[config.mk]
export PLATFORM = sky130hd
export DESIGN_NAME = agpm_top
export DESIGN_NICKNAME = d
export VERILOG_FILES = /design/src/agpm_pkg.sv /design/src/agpm_sync2.sv /design/src/agpm_pin_cell.sv /design/src/agpm_top.sv
export SDC_FILE = /design/constraint.sdc
export NUM_CORES = 1
export LEC_CHECK = 0
export BUFFER_PORTS_ARGS = -buffer_cell sky130_fd_sc_hd__buf_4
export CAP_MARGIN = 30
export CORE_MARGIN = 3
export CORE_UTILIZATION = 60
export CTS_CLUSTER_SIZE = 24
export DETAILED_ROUTE_END_ITERATION = 10
export GPL_TIMING_DRIVEN = 0
export PLACE_DENSITY_LB_ADDON = 0.3
export SLEW_MARGIN = 40
export SYNTH_ARGS = -nofsm -noshare
export SYNTH_HDL_FRONTEND = slang
export SYNTH_SLANG_ARGS = --single-unit
[constraint.sdc]
create_clock -name mclk -period 3.65 [get_ports mclk]
set_input_delay 0.1825 -clock mclk [delete_from_list [all_inputs] [get_ports mclk]]
set_output_delay 0.1825 -clock mclk [all_outputs]
set_load 0.02 [all_outputs]
[src/agpm_pkg.sv]
// Package of constants for the address and port line pin mux.
package agpm_pkg;

  // ----------------------------------------------------------------
  // Register map (byte addresses on the AXI4-Lite bus)
  // ----------------------------------------------------------------
  localparam logic [7:0] AGPM_OFF_BUS_CTRL   = 8'h00;
  localparam logic [7:0] AGPM_OFF_FUNC_SEL   = 8'h04;
  localparam logic [7:0] AGPM_OFF_PA_PULLUP  = 8'h08;
  localparam logic [7:0] AGPM_OFF_PE_PULLUP  = 8'h0C;
  localparam logic [7:0] AGPM_OFF_PA_DIR     = 8'h10;
  localparam logic [7:0] AGPM_OFF_PA_DATA    = 8'h14;
  localparam logic [7:0] AGPM_OFF_PE_DIR     = 8'h18;
  localparam logic [7:0] AGPM_OFF_PE_DATA    = 8'h1C;
  localparam logic [7:0] AGPM_OFF_PIN_STATE  = 8'h20;

  // ----------------------------------------------------------------
  // Field layout
  // ----------------------------------------------------------------
  localparam int AGPM_NPINS      = 8;
  localparam int AGPM_PA_LO      = 8;   // Port A line of address bit zero.
  localparam int AGPM_PA_HI      = 13;  // Port A line of address bit five.
  localparam int AGPM_PE_LO      = 2;   // Port E line of address bit six.
  localparam int AGPM_PE_HI      = 3;   // Port E line of address bit seven.
  localparam int AGPM_DRV_BIT    = 0;   // Bus drive select in the bus control register.

  // ----------------------------------------------------------------
  // Reset values
  // ----------------------------------------------------------------
  localparam logic        AGPM_DRV_RST   = 1'h0;
  localparam logic [7:0]  AGPM_FSEL_RST  = 8'h00;   // All pins on the address bus.
  localparam logic [15:0] AGPM_PA_PU_RST = 16'hFFFF;
  localparam logic [15:0] AGPM_PE_PU_RST = 16'hFFFF;
  localparam logic [15:0] AGPM_ZERO16    = 16'h0000;

  // AXI response codes.
  localparam logic [1:0]  AGPM_RESP_OKAY   = 2'h0;
  localparam logic [1:0]  AGPM_RESP_SLVERR = 2'h2;

endpackage

[src/agpm_sync2.sv]
// Two-flop synchroniser for pin inputs.
`timescale 1ns/1ps
module agpm_sync2 import agpm_pkg::*; #(
  parameter int W = 8
) (
  input  wire logic         mclk,
  input  wire logic         resetn,
  input  wire logic [W-1:0] d,
  output logic      [W-1:0] q
);

  logic [W-1:0] meta_reg;
  logic [W-1:0] q_reg;

  // Only the second stage is visible; the first stage feeds nothing else.
  always_ff @(posedge mclk or negedge resetn) begin
    if (!resetn) begin
      meta_reg <= '0;
      q_reg    <= '0;
    end else begin
      meta_reg <= d;
      q_reg    <= meta_reg;
    end
  end

  assign q = q_reg;

endmodule

[src/agpm_pin_cell.sv]
// One shared pin: function select, drive enable and pull-up.
`timescale 1ns/1ps
module agpm_pin_cell import agpm_pkg::*; (
  input  wire logic fsel_gpio,
  input  wire logic in_reset,
  input  wire logic bus_addr,
  input  wire logic bus_drive,
  input  wire logic gpio_dir_out,
  input  wire logic gpio_data,
  input  wire logic pullup_bit,
  output logic      pin_o,
  output logic      pin_oe,
  output logic      pin_pu
);

  // Selects between the address bus and the port line for this pin.
  always_comb begin
    if (in_reset) begin
      pin_o  = 1'b0;
      pin_oe = 1'b0;
      pin_pu = 1'b1;
    end else begin
      pin_o  = fsel_gpio ? gpio_data : bus_addr;
      pin_oe = fsel_gpio ? gpio_dir_out : bus_drive;
      pin_pu = pullup_bit;
    end
  end

endmodule

[src/agpm_top.sv]
// Pin mux for address lines zero to seven shared with port A and port E.
`timescale 1ns/1ps
module agpm_top import agpm_pkg::*; (
  input  wire logic        mclk,
  input  wire logic        resetn,
  // AXI4-Lite slave.
  input  wire logic [7:0]  s_axi_awaddr,
  input  wire logic        s_axi_awvalid,
  output logic             s_axi_awready,
  input  wire logic [31:0] s_axi_wdata,
  input  wire logic [3:0]  s_axi_wstrb,
  input  wire logic        s_axi_wvalid,
  output logic             s_axi_wready,
  output logic [1:0]       s_axi_bresp,
  output logic             s_axi_bvalid,
  input  wire logic        s_axi_bready,
  input  wire logic [7:0]  s_axi_araddr,
  input  wire logic        s_axi_arvalid,
  output logic             s_axi_arready,
  output logic [31:0]      s_axi_rdata,
  output logic [1:0]       s_axi_rresp,
  output logic             s_axi_rvalid,
  input  wire logic        s_axi_rready,
  // External memory interface side.
  input  wire logic [7:0]  emi_addr,
  input  wire logic        emi_access,
  // Pads.
  input  wire logic [7:0]  pad_i,
  output logic [7:0]       pad_o,
  output logic [7:0]       pad_oe,
  output logic [7:0]       pad_pu
);

  // ----------------------------------------------------------------
  // Register state
  // ----------------------------------------------------------------
  // Every writable register keeps a _reg copy and a _next value.
  // Port line registers are 16 bits wide although only a few lines reach
  // these pads; the other bits read back as written, so software can keep
  // one image of each port for all of its lines.
  logic        drv_reg, drv_next;
  logic [7:0]  fsel_reg, fsel_next;
  logic [15:0] pa_pu_reg, pa_pu_next;
  logic [15:0] pe_pu_reg, pe_pu_next;
  logic [15:0] pa_dir_reg, pa_dir_next;
  logic [15:0] pa_dat_reg, pa_dat_next;
  logic [15:0] pe_dir_reg, pe_dir_next;
  logic [15:0] pe_dat_reg, pe_dat_next;
  logic        aw_got_reg, aw_got_next;
  logic        w_got_reg, w_got_next;
  logic [7:0]  aw_addr_reg, aw_addr_next;
  logic [31:0] w_data_reg, w_data_next;
  logic [3:0]  w_strb_reg, w_strb_next;
  logic        bvalid_reg, bvalid_next;
  logic [1:0]  bresp_reg, bresp_next;
  logic        rvalid_reg, rvalid_next;
  logic [1:0]  rresp_reg, rresp_next;
  logic [31:0] rdata_reg, rdata_next;
  logic        rst_seen_reg;
  logic [7:0]  pin_sync;

  // ----------------------------------------------------------------
  // Pin input synchroniser and reset-state flag
  // ----------------------------------------------------------------
  agpm_sync2 #(.W(AGPM_NPINS)) u_sync (
    .mclk   (mclk),
    .resetn (resetn),
    .d      (pad_i),
    .q      (pin_sync)
  );

  // Holds the pads in their reset state until the first edge after release.
  // Without it the pads would switch to the bus function in the middle of a
  // clock period, while the registers are still leaving reset.
  always_ff @(posedge mclk or negedge resetn) begin
    if (!resetn) begin
      rst_seen_reg <= 1'b0;
    end else begin
      rst_seen_reg <= 1'b1;
    end
  end

  // ----------------------------------------------------------------
  // Per-pin mapping
  // ----------------------------------------------------------------
  logic [7:0] bus_drive;
  logic [7:0] g_dir;
  logic [7:0] g_dat;
  logic [7:0] g_pu;

  // Idle bus pins float unless software chose to keep them driven.
  // With the drive select at its reset value the memory sees pull-up levels
  // on these lines between accesses only where the pull-up bit is set.
  assign bus_drive = {AGPM_NPINS{emi_access | drv_reg}};
  // Low six pins use port A lines 8..13, top two use port E lines 2..3.
  assign g_dir = {pe_dir_reg[AGPM_PE_HI:AGPM_PE_LO], pa_dir_reg[AGPM_PA_HI:AGPM_PA_LO]};
  assign g_dat = {pe_dat_reg[AGPM_PE_HI:AGPM_PE_LO], pa_dat_reg[AGPM_PA_HI:AGPM_PA_LO]};
  assign g_pu  = {pe_pu_reg[AGPM_PE_HI:AGPM_PE_LO],
                  pa_pu_reg[AGPM_PA_HI:AGPM_PA_LO]};

  // One pin cell per pad; the reset state overrides both functions, and the
  // pull-up follows its register bit whichever function is selected.
  genvar gi;
  generate
    for (gi = 0; gi < AGPM_NPINS; gi++) begin : g_pin
      agpm_pin_cell u_cell (
        .fsel_gpio    (fsel_reg[gi]),
        .in_reset     (~rst_seen_reg),
        .bus_addr     (emi_addr[gi]),
        .bus_drive    (bus_drive[gi]),
        .gpio_dir_out (g_dir[gi]),
        .gpio_data    (g_dat[gi]),
        .pullup_bit   (g_pu[gi]),
        .pin_o        (pad_o[gi]),
        .pin_oe       (pad_oe[gi]),
        .pin_pu       (pad_pu[gi])
      );
    end
  endgenerate

  // ----------------------------------------------------------------
  // Byte-lane merge helper
  // ----------------------------------------------------------------
  // Only the two low byte lanes hold state; the upper lanes of a write are
  // dropped without an error response.
  function automatic logic [15:0] agpm_merge(input logic [15:0] old_v,
                                             input logic [31:0] wd,
                                             input logic [3:0]  st);
    logic [15:0] r;
    r = old_v;
    if (st[0]) r[7:0]  = wd[7:0];
    if (st[1]) r[15:8] = wd[15:8];
    return r;
  endfunction

  // ----------------------------------------------------------------
  // AXI4-Lite write path
  // ----------------------------------------------------------------
  // Address and data are held until both are in; both ready signals stay low
  // from then until the response has been taken, so a second write can never
  // overtake the first.
  logic wr_fire;
  assign s_axi_awready = ~aw_got_reg & ~bvalid_reg;
  assign s_axi_wready  = ~w_got_reg & ~bvalid_reg;
  assign s_axi_bvalid  = bvalid_reg;
  assign s_axi_bresp   = bresp_reg;
  assign wr_fire       = aw_got_reg & w_got_reg & ~bvalid_reg;

  // Captures address and data in either order, then writes one register.
  // A write to an unmapped offset answers with a slave error and changes
  // nothing; the response always comes one edge after the later half.
  always_comb begin
    aw_got_next  = aw_got_reg;
    w_got_next   = w_got_reg;
    aw_addr_next = aw_addr_reg;
    w_data_next  = w_data_reg;
    w_strb_next  = w_strb_reg;
    bvalid_next  = bvalid_reg;
    bresp_next   = bresp_reg;
    drv_next     = drv_reg;
    fsel_next    = fsel_reg;
    pa_pu_next   = pa_pu_reg;
    pe_pu_next   = pe_pu_reg;
    pa_dir_next  = pa_dir_reg;
    pa_dat_next  = pa_dat_reg;
    pe_dir_next  = pe_dir_reg;
    pe_dat_next  = pe_dat_reg;
    if (s_axi_awvalid && s_axi_awready) begin
      aw_got_next  = 1'b1;
      aw_addr_next = s_axi_awaddr;
    end
    if (s_axi_wvalid && s_axi_wready) begin
      w_got_next  = 1'b1;
      w_data_next = s_axi_wdata;
      w_strb_next = s_axi_wstrb;
    end
    if (wr_fire) begin
      aw_got_next = 1'b0;
      w_got_next  = 1'b0;
      bvalid_next = 1'b1;
      bresp_next  = AGPM_RESP_OKAY;
      case (aw_addr_reg)
        AGPM_OFF_BUS_CTRL: begin
          if (w_strb_reg[0]) drv_next = w_data_reg[AGPM_DRV_BIT];
        end
        AGPM_OFF_FUNC_SEL: begin
          if (w_strb_reg[0]) fsel_next = w_data_reg[7:0];
        end
        AGPM_OFF_PA_PULLUP: pa_pu_next  = agpm_merge(pa_pu_reg, w_data_reg, w_strb_reg);
        AGPM_OFF_PE_PULLUP: pe_pu_next  = agpm_merge(pe_pu_reg, w_data_reg, w_strb_reg);
        AGPM_OFF_PA_DIR:    pa_dir_next = agpm_merge(pa_dir_reg, w_data_reg, w_strb_reg);
        AGPM_OFF_PA_DATA:   pa_dat_next = agpm_merge(pa_dat_reg, w_data_reg, w_strb_reg);
        AGPM_OFF_PE_DIR:    pe_dir_next = agpm_merge(pe_dir_reg, w_data_reg, w_strb_reg);
        AGPM_OFF_PE_DATA:   pe_dat_next = agpm_merge(pe_dat_reg, w_data_reg, w_strb_reg);
        AGPM_OFF_PIN_STATE: bresp_next  = AGPM_RESP_OKAY;             // Read-only, write ignored.
        default:            bresp_next  = AGPM_RESP_SLVERR;
      endcase
    end else if (bvalid_reg && s_axi_bready) begin
      bvalid_next = 1'b0;
    end
  end

  // Registers the write path and the configuration; reset gives bus function.
  // The configuration takes its reset values asynchronously, so the pads are
  // safe as soon as reset asserts, with or without a running clock.
  always_ff @(posedge mclk or negedge resetn) begin
    if (!resetn) begin
      aw_got_reg  <= 1'b0;
      w_got_reg   <= 1'b0;
      aw_addr_reg <= 8'h00;
      w_data_reg  <= 32'h0000_0000;
      w_strb_reg  <= 4'h0;
      bvalid_reg  <= 1'b0;
      bresp_reg   <= AGPM_RESP_OKAY;
      drv_reg     <= AGPM_DRV_RST;
      fsel_reg    <= AGPM_FSEL_RST;
      pa_pu_reg   <= AGPM_PA_PU_RST;
      pe_pu_reg   <= AGPM_PE_PU_RST;
      pa_dir_reg  <= AGPM_ZERO16;
      pa_dat_reg  <= AGPM_ZERO16;
      pe_dir_reg  <= AGPM_ZERO16;
      pe_dat_reg  <= AGPM_ZERO16;
    end else begin
      aw_got_reg  <= aw_got_next;
      w_got_reg   <= w_got_next;
      aw_addr_reg <= aw_addr_next;
      w_data_reg  <= w_data_next;
      w_strb_reg  <= w_strb_next;
      bvalid_reg  <= bvalid_next;
      bresp_reg   <= bresp_next;
      drv_reg     <= drv_next;
      fsel_reg    <= fsel_next;
      pa_pu_reg   <= pa_pu_next;
      pe_pu_reg   <= pe_pu_next;
      pa_dir_reg  <= pa_dir_next;
      pa_dat_reg  <= pa_dat_next;
      pe_dir_reg  <= pe_dir_next;
      pe_dat_reg  <= pe_dat_next;
    end
  end

  // ----------------------------------------------------------------
  // AXI4-Lite read path
  // ----------------------------------------------------------------
  // A read is answered on the same edge that takes its address; the answer stands
  // until rready is seen, and no new address is taken while it stands.
  assign s_axi_arready = ~rvalid_reg;
  assign s_axi_rvalid  = rvalid_reg;
  assign s_axi_rdata   = rdata_reg;
  assign s_axi_rresp   = rresp_reg;

  // Decodes a read address; the pin state register shows synchronised pads.
  // Pad levels appear there two edges late, after the synchroniser.
  always_comb begin
    rvalid_next = rvalid_reg;
    rdata_next  = rdata_reg;
    rresp_next  = rresp_reg;
    if (s_axi_arvalid && s_axi_arready) begin
      rvalid_next = 1'b1;
      rresp_next  = AGPM_RESP_OKAY;
      case (s_axi_araddr)
        AGPM_OFF_BUS_CTRL:  rdata_next = {31'h0000_0000, drv_reg};
        AGPM_OFF_FUNC_SEL:  rdata_next = {24'h00_0000, fsel_reg};
        AGPM_OFF_PA_PULLUP: rdata_next = {AGPM_ZERO16, pa_pu_reg};
        AGPM_OFF_PE_PULLUP: rdata_next = {AGPM_ZERO16, pe_pu_reg};
        AGPM_OFF_PA_DIR:    rdata_next = {AGPM_ZERO16, pa_dir_reg};
        AGPM_OFF_PA_DATA:   rdata_next = {AGPM_ZERO16, pa_dat_reg};
        AGPM_OFF_PE_DIR:    rdata_next = {AGPM_ZERO16, pe_dir_reg};
        AGPM_OFF_PE_DATA:   rdata_next = {AGPM_ZERO16, pe_dat_reg};
        AGPM_OFF_PIN_STATE: rdata_next = {16'h0000, pad_oe, pin_sync};
        default: begin
          rdata_next = 32'h0000_0000;
          rresp_next = AGPM_RESP_SLVERR;
        end
      endcase
    end else if (rvalid_reg && s_axi_rready) begin
      rvalid_next = 1'b0;
    end
  end

  // Registers the read answer.
  // Data and response are launched together with rvalid.
  always_ff @(posedge mclk or negedge resetn) begin
    if (!resetn) begin
      rvalid_reg <= 1'b0;
      rdata_reg  <= 32'h0000_0000;
      rresp_reg  <= AGPM_RESP_OKAY;
    end else begin
      rvalid_reg <= rvalid_next;
      rdata_reg  <= rdata_next;
      rresp_reg  <= rresp_next;
    end
  end

endmodule

### After elaboration in Yosys (flattened, before gate mapping)

Cells that the tools add are included.

* register bits: 188
* input port bits: 76
* output and inout bits: 65

* muxes and demuxes: 51
* equality and inequality tests: 16
* bitwise gates (word level): 9
* reduce and logical (&&, ||, !) cells: 27

Operator list (count)
* case mux 16 bit (9 select lines): 1
* equality test 8 x 5 -> 1 bit, second input constant: 8
* two-way mux 1 bit: 48
* AND reduction 3 bit: 14
* equality test 8 x 4 -> 1 bit, second input constant: 4
* OR reduction 9 bit: 2
* equality test 8 x 3 -> 1 bit, second input constant: 2
* equality test 8 x 6 -> 1 bit, second input constant: 2
* zero test 8 bit: 2
* nonzero test 2 bit: 4
* logical AND 1 bit: 5
* bitwise AND 1 bit: 4
* two-way mux 2 bit: 2
* NOT 1 bit: 4
* bitwise OR 1 bit: 1

### Longest topological paths before layout

* word-level depth: 5
* mapped depth: 7
* mapped depth without buffers: 4

### Modules after synthesis

Synthesis repeated with hierarchy kept, for this count alone.

* cells, all modules: 623
* area total of the unflattened synthesis: 8051.5 µm²

Modules (own cells, without submodules)
* agpm_top: area each 7380.8 µm², cells an instance 567, instances 1
* agpm_sync2: area each 400.4 µm², cells an instance 16, instances 1
* agpm_pin_cell: area each 33.8 µm², cells an instance 5, instances 8

### Worst setup path before layout

Ideal clock, no wire load.

* kind: flip-flop to flip-flop
* from: register bvalid_reg, in the netlist s_axi_bvalid
* to: register w_data_reg[10]
* clock period less this slack: 1.866 ns
* buffers on the path: 2
* library setup time: 0.125 ns
* cell stages (with the launch flop): 6
* data arrival time: 1.741 ns
* required time: 3.525 ns
* setup slack: 1.784 ns
* path through: dfrtp_1 -> nor2_1 -> and2_1 -> buf_2 -> buf_2 -> mux2_2

* cells in the longest elaborated chain, start to end: 3

Ends and longest elaborated chain
* start: declaration: RTL line agpm_top.sv:54 `logic bvalid_reg, bvalid_next;`
* start signal: assignment: RTL line agpm_top.sv:229 `bvalid_reg <= bvalid_next;`
* NOT 1 bit: RTL line agpm_top.sv:144 `assign s_axi_wready = ~w_got_reg & ~bvalid_reg;`
* bitwise AND 1 bit: RTL line agpm_top.sv:144
* named net s_axi_wready: RTL line agpm_top.sv:13 `output logic s_axi_wready,`
* logical AND 1 bit: RTL line agpm_top.sv:172 `if (s_axi_wvalid && s_axi_wready) begin`
* end signal: assignment: RTL line agpm_top.sv:227 `w_data_reg <= w_data_next;`
* end: declaration: RTL line agpm_top.sv:52 `logic [31:0] w_data_reg, w_data_next;`

The timed path passes the listed nets, and every way through them passes these cells.
A chain may end at the register's enable or synchronous reset.

### Worst setup path in the final report

* from: register rst_seen_reg
* to: output pad_oe[3]

* cells in the longest elaborated chain, start to end: 1

Ends and longest elaborated chain
* start: declaration: RTL line agpm_top.sv:59 `logic rst_seen_reg;`
* start signal: assignment: RTL line agpm_top.sv:77 `rst_seen_reg <= 1'b0;`
* start signal: assignment: RTL line agpm_top.sv:79 `rst_seen_reg <= 1'b1;`
* two-way mux 1 bit: RTL line agpm_pin_cell.sv:18 `if (in_reset) begin`
* end: declaration: RTL line agpm_top.sv:30 `output logic [7:0] pad_oe,`

No other way between the ends.

==> results.py <==
metrics = {
    "status": {
        "status": "complete, no violations",
    },
    "sta": {
        "tightest_slew_ns": 0.766,
        "min_period_over_period": 0.642,
        "skew_ns": 0.0104,
        "hold_violations": 0,
        "hold_ws_ns": 0.00829,
        "fmax_mhz": 427,
        "setup_viol": 0,
        "final_max_slew_viol_count": 0,
        "fin_setup_tns_ns": 0,
        "relSlewSlack": 0.482,
        "rsz0062_at_grt": "false",
        "finalCriticalPeriod_ns": 2.34,
    },
    "route": {
        "drt-pass1-iter-count": 6,
        "ant_nets": 0,
        "drt_iter0_markers": 524,
        "drt-wirelength-per-cell_um": 21.5,
        "drt-total-wl_um": 21700,
        "drc": 0,
        "drt-vias-per-instance": 5.97,
        "num_vias": 6014,
    },
    "synth": {
        "synthCells": 642,
        "seq_area_frac_synth": 0.525,
        "synthArstFlopShare": 1.00,
        "syn_area_um2": 8180,
        "ys_ff_latch": 170,
        "avgSynthCellArea_um2": 12.7,
        "yosys_warnings": 0,
        "synth_flop_cell": "dfrtp_1",
        "synth-edff-count": 0,
        "synth.distinct_cells": 60,
    },
    "cts": {
        "cts_resized": 0,
        "clockBufferDepth": 2,
        "clk_pin_slew_worst_paths_ns": 0.06,
        "cts-root-buf": "clkbuf_16",
        "cts_buffers": 17,
        "clk_latency_ns": 0.44,
        "htreeDepth": 4,
        "clock-sinks": 170,
        "cts_tree": "yes",
    },
    "critical_path": {
        "critPathKind": "flop to output port",
        "critPathTopFamily": "buffers and inverters",
        "critPathBufInv": 3,
        "cpPeakStageDelay_ns": 0.62,
        "cp_num_cells": 4,
        "crit_path_max_fanout": 10,
        "start_kind": "flop",
        "worstSetupEndpointType": "output port",
        "ff2ff_path_depth": 4,
        "arrival_ns": 2.16,
        "path_cells": "clkbuf_1 > o311a_1 > buf_4 > buf_4",
        "crit_path_frequent_cell": "buf_4",
        "cp.required_ns": 3.47,
        "slowest_stage": "clkbuf_1",
    },
    "die": {
        "fp.coreArea_um2": 13300,
        "fp.dieH_um": 123,
        "io_pins": 141,
        "die_area_um2": 15100,
        "die_w_um": 123,
        "initial_core_util": 0.615,
        "row_count": 42,
    },
    "placement": {
        "dpl-instance-area_um2": 9320,
        "place.gp.congestion": 0.929,
        "io_buffers": 103,
        "hpwl_um": 15200,
    },
    "global_route": {
        "grt_pass1_vias": 6033,
        "grt_max_degree": 63,
        "grt_pass1_wl_um": 33500,
        "overflow": 0,
        "grtUsageTotal": 0.299,
        "antenna_found_initial": 0,
    },
    "finish": {
        "area_growth_pct": 25.2,
        "final_area_um2": 10200,
        "final_common_cell": "buf_4",
        "n_fill_cell": 875,
        "mostFrequentLayoutCells": "146 x buf_4, 138 x dfrtp_1, 134 x mux2_2, 36 x dlygate4sd3_1, 32 x dfstp_2",
        "layout-drive-gt1-share": 0.462,
        "fin_nets": 895,
        "diodes": 0,
    },
    "worst_hold_path": {
        "hold_path_depth": 2,
        "holdCritPathClass": "input pin to flop",
    },
    "pwr": {
        "ir_drop_mv": 0.484,
        "leakage_nw": 4.78,
        "p_per_area_nw_per_um2": 549,
    },
    "flow_run": {
        "maxCapViolCount": 0,
    },
}
cell type report:
type | instances | area (µm²) | area share
sequential | 170 | 4290 | 0.419
multi-input combinational | 411 | 3490 | 0.341
timing repair buffer | 141 | 1200 | 0.117
clock buffer | 21 | 470 | 0.0459
buffer | 71 | 455 | 0.0445
tap | 176 | 220 | 0.0215
clock inverter | 11 | 86.3 | 0.00843
inverter | 7 | 26.3 | 0.00257
cell families after synthesis:
kind of cell           synth area share
and+or+nand+nor                   0.115
AOI/OAI and AO/OA                0.0733
muxes                             0.227
buffers and inverters            0.0589
other                          0.000918
DFF                               0.525
final timing paths:
kind / from / slack (ns) / to
setup / recovery: rst_seen_reg / 1.31 / pad_oe[3]
hold / removal: s_axi_wdata[4] / 0.008 / w_data_reg[4]
setup reg to reg: aw_addr_reg[1] / 1.45 / pe_dat_reg[10]
hold reg to reg: u_sync.meta_reg[5] / 0.35 / u_sync.q[5]
max in group asynchronous: resetn / 2.41 / pa_pu_reg[4]
min in group asynchronous: resetn / 0.25 / w_data_reg[8]
per-layer routing:
layer	global-route usage	share of wire
met5	0	0
met4	0.0868	0.021
met3	0.0673	0.067
met2	0.482	0.49
met1	0.409	0.42
power breakdown:
part           internal (mW)  switching [mW]
combinational          0.642           0.607
clock                  0.933           0.765
sequential              2.26           0.408
total                   3.84            1.78
cells in the mapped netlist, drive strengths merged, types with 4 or more instances:
master	number	share of area
buf	61	0.051
a221oi	6	0.0064
and4	4	0.0043
nor2b	14	0.011
nor3	7	0.0070
dfrtp	138	0.42
o311a	7	0.0086
o21ai	9	0.0055
o22ai	4	0.0031
and3	11	0.0084
a32oi	6	0.0064
nand2	14	0.0067
o2bb2ai	11	0.012
clkbuf	10	0.0046
nand2b	24	0.018
mux4	4	0.011
dfstp	32	0.10
nor2	31	0.017
mux2i	25	0.031
inv	7	0.0032
a31oi	6	0.0046
a21oi	4	0.0024
nand3	15	0.0098
mux2	134	0.18
nor4	5	0.0064
and2	7	0.0054
per-stage QoR:
step / utilization / total power, mW / worst slack [ns] / instances
floorplan: - / 3.36 / 1.78 / 659
CTS: 0.770 / 5.62 / 1.35 / 1008
global route: 0.770 / 5.86 / 1.30 / 1008
finish: 0.770 / 5.62 / 1.31 / 1008
detailed placement: 0.701 / 3.89 / 1.48 / 940
global placement: 0.695 / 3.80 / 1.55 / 938
repair_timing:
item | in CTS | in global routing
hold endpoints to repair | 84 | 0
endpoints found under the setup margin | 0 | 0
setup buffers | 0 | 0
hold buffers | 36 | 0
No activity file was read; power rests on OpenSTA's default activity.
